## src/regbank_pkg.sv

```systemverilog
// Summary of operation
// - Read/write bits return the stored value and take written values.
// - Read-only bits return live value; writes leave them unchanged.
// - Write-only bits accept writes; reads return no dependable value.
// - Reserved bit positions always read back as zero.
// - Read-only multi-bit fields only ever report defined encodings.
// - Power-on reset restores all reset values; peripheral software reset restores all except debug control.
// - Writing one to a clear-register bit clears the shared bit.
// - Writing one to a set-register bit sets the shared bit.
// - Both registers of a set/clear pair read the same value.
// - Simultaneous set and clear writes: clear wins per bit.
package regbank_pkg;
  localparam int DW = 8;
  localparam int AW = 3;
  // Register indices
  localparam logic [AW-1:0] ADDR_CTRL = 3'h0;
  localparam logic [AW-1:0] ADDR_STATUS = 3'h1;
  localparam logic [AW-1:0] ADDR_CMD = 3'h2;
  localparam logic [AW-1:0] ADDR_FLAGS_SET = 3'h3;
  localparam logic [AW-1:0] ADDR_FLAGS_CLR = 3'h4;
  localparam logic [AW-1:0] ADDR_DEBUG = 3'h5;
  // Implemented-bit masks; zero bits are reserved
  localparam logic [DW-1:0] CTRL_MASK = 8'h3F;
  localparam logic [DW-1:0] STATUS_MASK = 8'h3F;
  localparam logic [DW-1:0] DEBUG_MASK = 8'h01;
  localparam logic [DW-1:0] FLAGS_MASK = 8'hFF;
  localparam logic [DW-1:0] CTRL_RESET = 8'h00;
  localparam logic [DW-1:0] FLAGS_RESET = 8'h00;
  localparam logic [DW-1:0] DEBUG_RESET = 8'h00;
  // Two-bit mode field in status[5:4]; encoding 3 is reserved
  localparam int MODE_LSB = 4;
  localparam logic [1:0] MODE_RESERVED = 2'h3;
  localparam logic [1:0] MODE_FALLBACK = 2'h0;
  localparam logic [DW-1:0] ZERO = 8'h00;

  typedef struct packed {
    logic wr;
    logic rd;
    logic [AW-1:0] addr;
    logic [DW-1:0] wdata;
  } bus_req_s;
endpackage : regbank_pkg

```

## src/regbank.sv

```systemverilog
`timescale 1ns/100ps
module regbank (
  input wire logic clk_sys,
  input wire logic sys_rst,
  input wire logic soft_rst,
  input regbank_pkg::bus_req_s req,
  input wire logic [regbank_pkg::DW-1:0] status_in,
  input wire logic [regbank_pkg::DW-1:0] flag_events,
  output logic [regbank_pkg::DW-1:0] rdata,
  output logic rvalid,
  output logic [regbank_pkg::DW-1:0] ctrl,
  output logic [regbank_pkg::DW-1:0] flags,
  output logic [regbank_pkg::DW-1:0] cmd_data,
  output logic cmd_strobe,
  output logic [regbank_pkg::DW-1:0] debug_ctrl
);
  logic [regbank_pkg::DW-1:0] next_ctrl, next_flags, next_cmd_data, next_debug_ctrl, next_rdata;
  logic next_cmd_strobe, next_rvalid;
  logic [regbank_pkg::DW-1:0] status_meta, status_sync;

  function automatic logic hit(input regbank_pkg::bus_req_s r, input logic [regbank_pkg::AW-1:0] a);
    hit = r.wr && (r.addr == a);
  endfunction : hit

  // Live status comes from another domain
  always_ff @(posedge clk_sys) begin
    if (sys_rst) begin
      status_meta <= regbank_pkg::ZERO;
      status_sync <= regbank_pkg::ZERO;
    end else begin
      status_meta <= status_in;
      status_sync <= status_meta;
    end
  end

  always_comb begin
    logic [regbank_pkg::DW-1:0] set_m, clr_m, sts;
    set_m = regbank_pkg::ZERO;
    clr_m = regbank_pkg::ZERO;
    sts = status_sync & regbank_pkg::STATUS_MASK;
    // Reserved mode code is never reported
    if (sts[regbank_pkg::MODE_LSB +: 2] == regbank_pkg::MODE_RESERVED) begin
      sts[regbank_pkg::MODE_LSB +: 2] = regbank_pkg::MODE_FALLBACK;
    end
    next_ctrl = ctrl;
    next_flags = flags;
    next_cmd_data = cmd_data;
    next_debug_ctrl = debug_ctrl;
    next_cmd_strobe = 1'b0;
    next_rvalid = req.rd;
    next_rdata = regbank_pkg::ZERO;
    if (hit(req, regbank_pkg::ADDR_CTRL)) begin
      next_ctrl = req.wdata & regbank_pkg::CTRL_MASK;
    end
    // Status address ignores writes
    if (hit(req, regbank_pkg::ADDR_CMD)) begin
      next_cmd_data = req.wdata;
      next_cmd_strobe = 1'b1;
    end
    if (hit(req, regbank_pkg::ADDR_FLAGS_SET)) begin
      set_m = req.wdata;
    end
    if (hit(req, regbank_pkg::ADDR_FLAGS_CLR)) begin
      clr_m = req.wdata;
    end
    if (hit(req, regbank_pkg::ADDR_DEBUG)) begin
      next_debug_ctrl = req.wdata & regbank_pkg::DEBUG_MASK;
    end
    // Zero bits pass through; clear applied last so it wins
    next_flags = ((flags | set_m | flag_events) & ~clr_m) & regbank_pkg::FLAGS_MASK;
    case (req.addr)
      regbank_pkg::ADDR_CTRL: next_rdata = ctrl;
      regbank_pkg::ADDR_STATUS: next_rdata = sts;
      regbank_pkg::ADDR_FLAGS_SET: next_rdata = flags;
      regbank_pkg::ADDR_FLAGS_CLR: next_rdata = flags;
      regbank_pkg::ADDR_DEBUG: next_rdata = debug_ctrl;
      // Command is write-only; reads give zero, not to be relied on
      regbank_pkg::ADDR_CMD: next_rdata = regbank_pkg::ZERO;
      default: next_rdata = regbank_pkg::ZERO;
    endcase
    if (!req.rd) begin
      next_rdata = regbank_pkg::ZERO;
    end
    if (soft_rst) begin
      // Debug control survives a peripheral reset
      next_ctrl = regbank_pkg::CTRL_RESET;
      next_flags = regbank_pkg::FLAGS_RESET;
      next_cmd_data = regbank_pkg::ZERO;
      next_cmd_strobe = 1'b0;
    end
  end

  always_ff @(posedge clk_sys) begin
    if (sys_rst) begin
      ctrl <= regbank_pkg::CTRL_RESET;
      flags <= regbank_pkg::FLAGS_RESET;
      cmd_data <= regbank_pkg::ZERO;
      cmd_strobe <= 1'b0;
      debug_ctrl <= regbank_pkg::DEBUG_RESET;
      rdata <= regbank_pkg::ZERO;
      rvalid <= 1'b0;
    end else begin
      ctrl <= next_ctrl;
      flags <= next_flags;
      cmd_data <= next_cmd_data;
      cmd_strobe <= next_cmd_strobe;
      debug_ctrl <= next_debug_ctrl;
      rdata <= next_rdata;
      rvalid <= next_rvalid;
    end
  end
endmodule : regbank

```

## config.mk

```make
export PLATFORM = sky130hd
export DESIGN_NAME = regbank
export DESIGN_NICKNAME = d
export VERILOG_FILES = /design/src/regbank_pkg.sv /design/src/regbank.sv
export SDC_FILE = /design/constraint.sdc
export NUM_CORES = 1
export LEC_CHECK = 0
export BUFFER_PORTS_ARGS = -buffer_cell sky130_fd_sc_hd__buf_2
export CAP_MARGIN = 40
export CORE_MARGIN = 2
export CORE_UTILIZATION = 45
export CTS_CLUSTER_DIAMETER = 120
export DETAILED_ROUTE_END_ITERATION = 7
export GPL_TIMING_DRIVEN = 0
export PLACE_DENSITY = 0.83
export SLEW_MARGIN = 20
export SYNTH_ARGS = -nofsm -noshare
export SYNTH_HDL_FRONTEND = slang
export SYNTH_SLANG_ARGS = --single-unit
```

## constraint.sdc

```tcl
create_clock -name clk_sys -period 1.9 [get_ports clk_sys]
set_input_delay 0.38 -clock clk_sys [delete_from_list [all_inputs] [get_ports clk_sys]]
set_output_delay 0.38 -clock clk_sys [all_outputs]
set_load 0.005 [all_outputs]
```

==> flow_summary.yaml <==
run_status:
  outcome: "finished clean"
job:
  drv_cap: 0
cells_and_area:
  multi_input_area_um2: 772
  register_area_um2: 901
  drive_above_1_share: 0.374
  fin_nets: 288
  num-fill-cells: 341
  final_cells: 305
  final_cell_mix: "64 x buf_2, 45 x dfxtp_1, 22 x nand2_1, 16 x a211oi_1, 14 x nor2b_1"
  final_common_cell: "buf_2"
  n_antenna_cell: 0
  syn_to_final_growth_pct: 26.3
sta:
  slew_violations: 0
  setup-tns-final_ps: 0
  post-route-period-util: 0.693
  fmaxAchievable_mhz: 760
  finalSetupViolations: 0
  rsz0062_at_grt: "no"
  skew_ps: 3.67
  period_needed_ps: 1320
  tightest_slew_ps: 593
  finalHoldViolCount: 0
  max_slew_margin: 0.603
power:
  p_leak_uw: 0.00100
  ir_drop_uv: 417
  powerDensity_mw_per_mm2: 755
critical_path:
  slowest_stage: "nor4b_4"
  reg2reg_depth: 3
  cp.arrival_ps: 1500
  crit_cells: 5
  worst_setup_path_start_kind: "primary input"
  crit_path_cell_trace: "buf_2, buf_6, nor4b_4, mux2i_1, nor2_2"
  cp_max_fo: 10
  end_kind: "flop"
  critPathTopFamily: "simple AND/OR/NAND/NOR gates"
  crit_type: "primary input to flop"
  slowest_delay_ps: 520
  crit_required_ps: 2080
  critPathBufInv: 2
yosys:
  syn_area_mm2: 0.00180
  avgSynthCellArea_um2: 9.93
  synthArstFlopShare: 0
  synth_top_area_cell: "dfxtp_1"
  yosys_most_used_dff: "dfxtp_1"
  seq_area_frac_synth: 0.501
  synth_edf_count: 0
  synth_seq_cells: 45
  synth_top_area_share: 0.501
  synth_area_leaders: "dfxtp_1 50%, a211oi_1 6.7%, nor2b_1 4.9%"
  syn_inst: 181
  ys_warn_count: 0
  synthDistinctLibCells: 35
floorplanning:
  initial_core_util: 0.480
  rows: 22
  dieHeight_um: 67.2
  ios: 74
  die_x_um: 67.2
  die_area_mm2: 0.00452
  design.core.area_mm2: 0.00374
clock_network:
  root_buffer: "clkbuf_8"
  cts_resized: 0
  holdBufCountCts: 0
  tritoncts: "built"
  clk_latency_ps: 290
  cts.sinks: 45
  cts.clk_slew.worst_paths_ps: 80
  clk_path_buf_depth: 2
  numCtsBuffers: 5
  htreeDepth: 2
  post-cts-setup-buffers: 0
place:
  hpwl_um: 2850
  numPortBuffers: 60
  dp.cells: 297
  gp_congestion: 0.762
global_route:
  antenna_found_initial: 0
  grt.total_usage: 0.178
  grt_pass1_wl_um: 5910
  grt_max_degree: 14
  grt_pass1_vias: 1344
  overflow: 0
detailed_routing:
  viasPerCell: 4.89
  drtPass1Iterations: 4
  post-route-drc-count: 0
  vias: 1491
  wl_um: 3710
  wl_per_cell_um: 12.2
  drtAntennaViolNets: 0
  drtIter0Drc: 80
min_path:
  hold_path.class: "primary input to flop"
  hold_depth: 2
## registers in the layout (all words and copies together), names as in the netlist
register and flops:
cmd_data 8, debug_ctrl 1, rdata 8, cmd_strobe 1
rvalid 1, status_sync 6, status_meta 6, ctrl 6
flags 8
## cell usage after synthesis, drive strengths merged (2+ instances only)
master	number
a21oi	10
nor2	9
nand2	22
and3b	2
dfxtp	45
mux2	3
clkbuf	5
nor3b	3
nor2b	14
a211oi	16
nand3	5
o21ai	2
a31oi	4
inv	2
buf	18
mux2i	7
## cell type report
| class | count | share of cell area |
|---|---|---|
| clock buffer | 6 | 0.0320 |
| multi-input combinational | 119 | 0.340 |
| tap | 48 | 0.0264 |
| timing repair buffer | 60 | 0.132 |
| inverter | 2 | 0.00331 |
| sequential | 45 | 0.397 |
| clock inverter | 2 | 0.00441 |
| buffer | 23 | 0.0650 |
## stage by stage
step | hold slack [ps] | setup slack [ps] | power, uW | utilization | instance area, um2
2_1_floorplan | 414 | 507 | 1110 | - | 1830
3_3_place_gp | 418 | 289 | 1180 | 0.585 | 2190
3_5_place_dp | 424 | 269 | 1180 | 0.585 | 2190
4_1_cts | 286 | 583 | 1720 | 0.607 | 2270
5_1_grt | 302 | 521 | 1790 | 0.607 | 2270
6_report | 289 | 584 | 1710 | 0.607 | 2270
## where the power goes
| group | total (uW) | switching (uW) | internal, uW |
|---|---|---|---|
| registers | 981 | 12.6 | 969 |
| logic | 175 | 88.5 | 86.8 |
| clock network | 558 | 303 | 255 |
## worst paths after layout
path                                   from                   endpoint  slack, ps
hold reg to reg   status_meta[3]$_SDFF_PP0_  status_sync[3]$_SDFF_PP0_        440
setup reg to reg        flags[0]$_SDFF_PP0_        rdata[0]$_SDFF_PP0_        860
hold / removal                 status_in[3]  status_meta[3]$_SDFF_PP0_        290
setup / recovery                     req[8]       ctrl[2]$_SDFFE_PP0P_        580
## cells by family (layout without fill, tap and decap cells)
group | after synthesis | after routing | share of synthesized area
muxes | 11 | 11 | 0.0703
DFF | 45 | 45 | 0.501
AOI/OAI and AO/OA | 34 | 34 | 0.122
other | 1 | 9 | 0.00209
buffers and inverters | 25 | 93 | 0.0863
and+or+nand+nor | 65 | 65 | 0.218
## metal layers
layer	part of all wire	routed length, um	GRT usage
met1	0.43	1610	0.222
met4	0.015	54	0.0867
met5	0	0	0
met2	0.47	1760	0.280
met3	0.080	296	0.0533
## worst register-to-register path, cell delays in order, from the launching register on
cell	delay, ps
dfxtp_1	340
mux4_2	460
inv_1	70
o31ai_1	50
(Power assumes the default switching activity.)
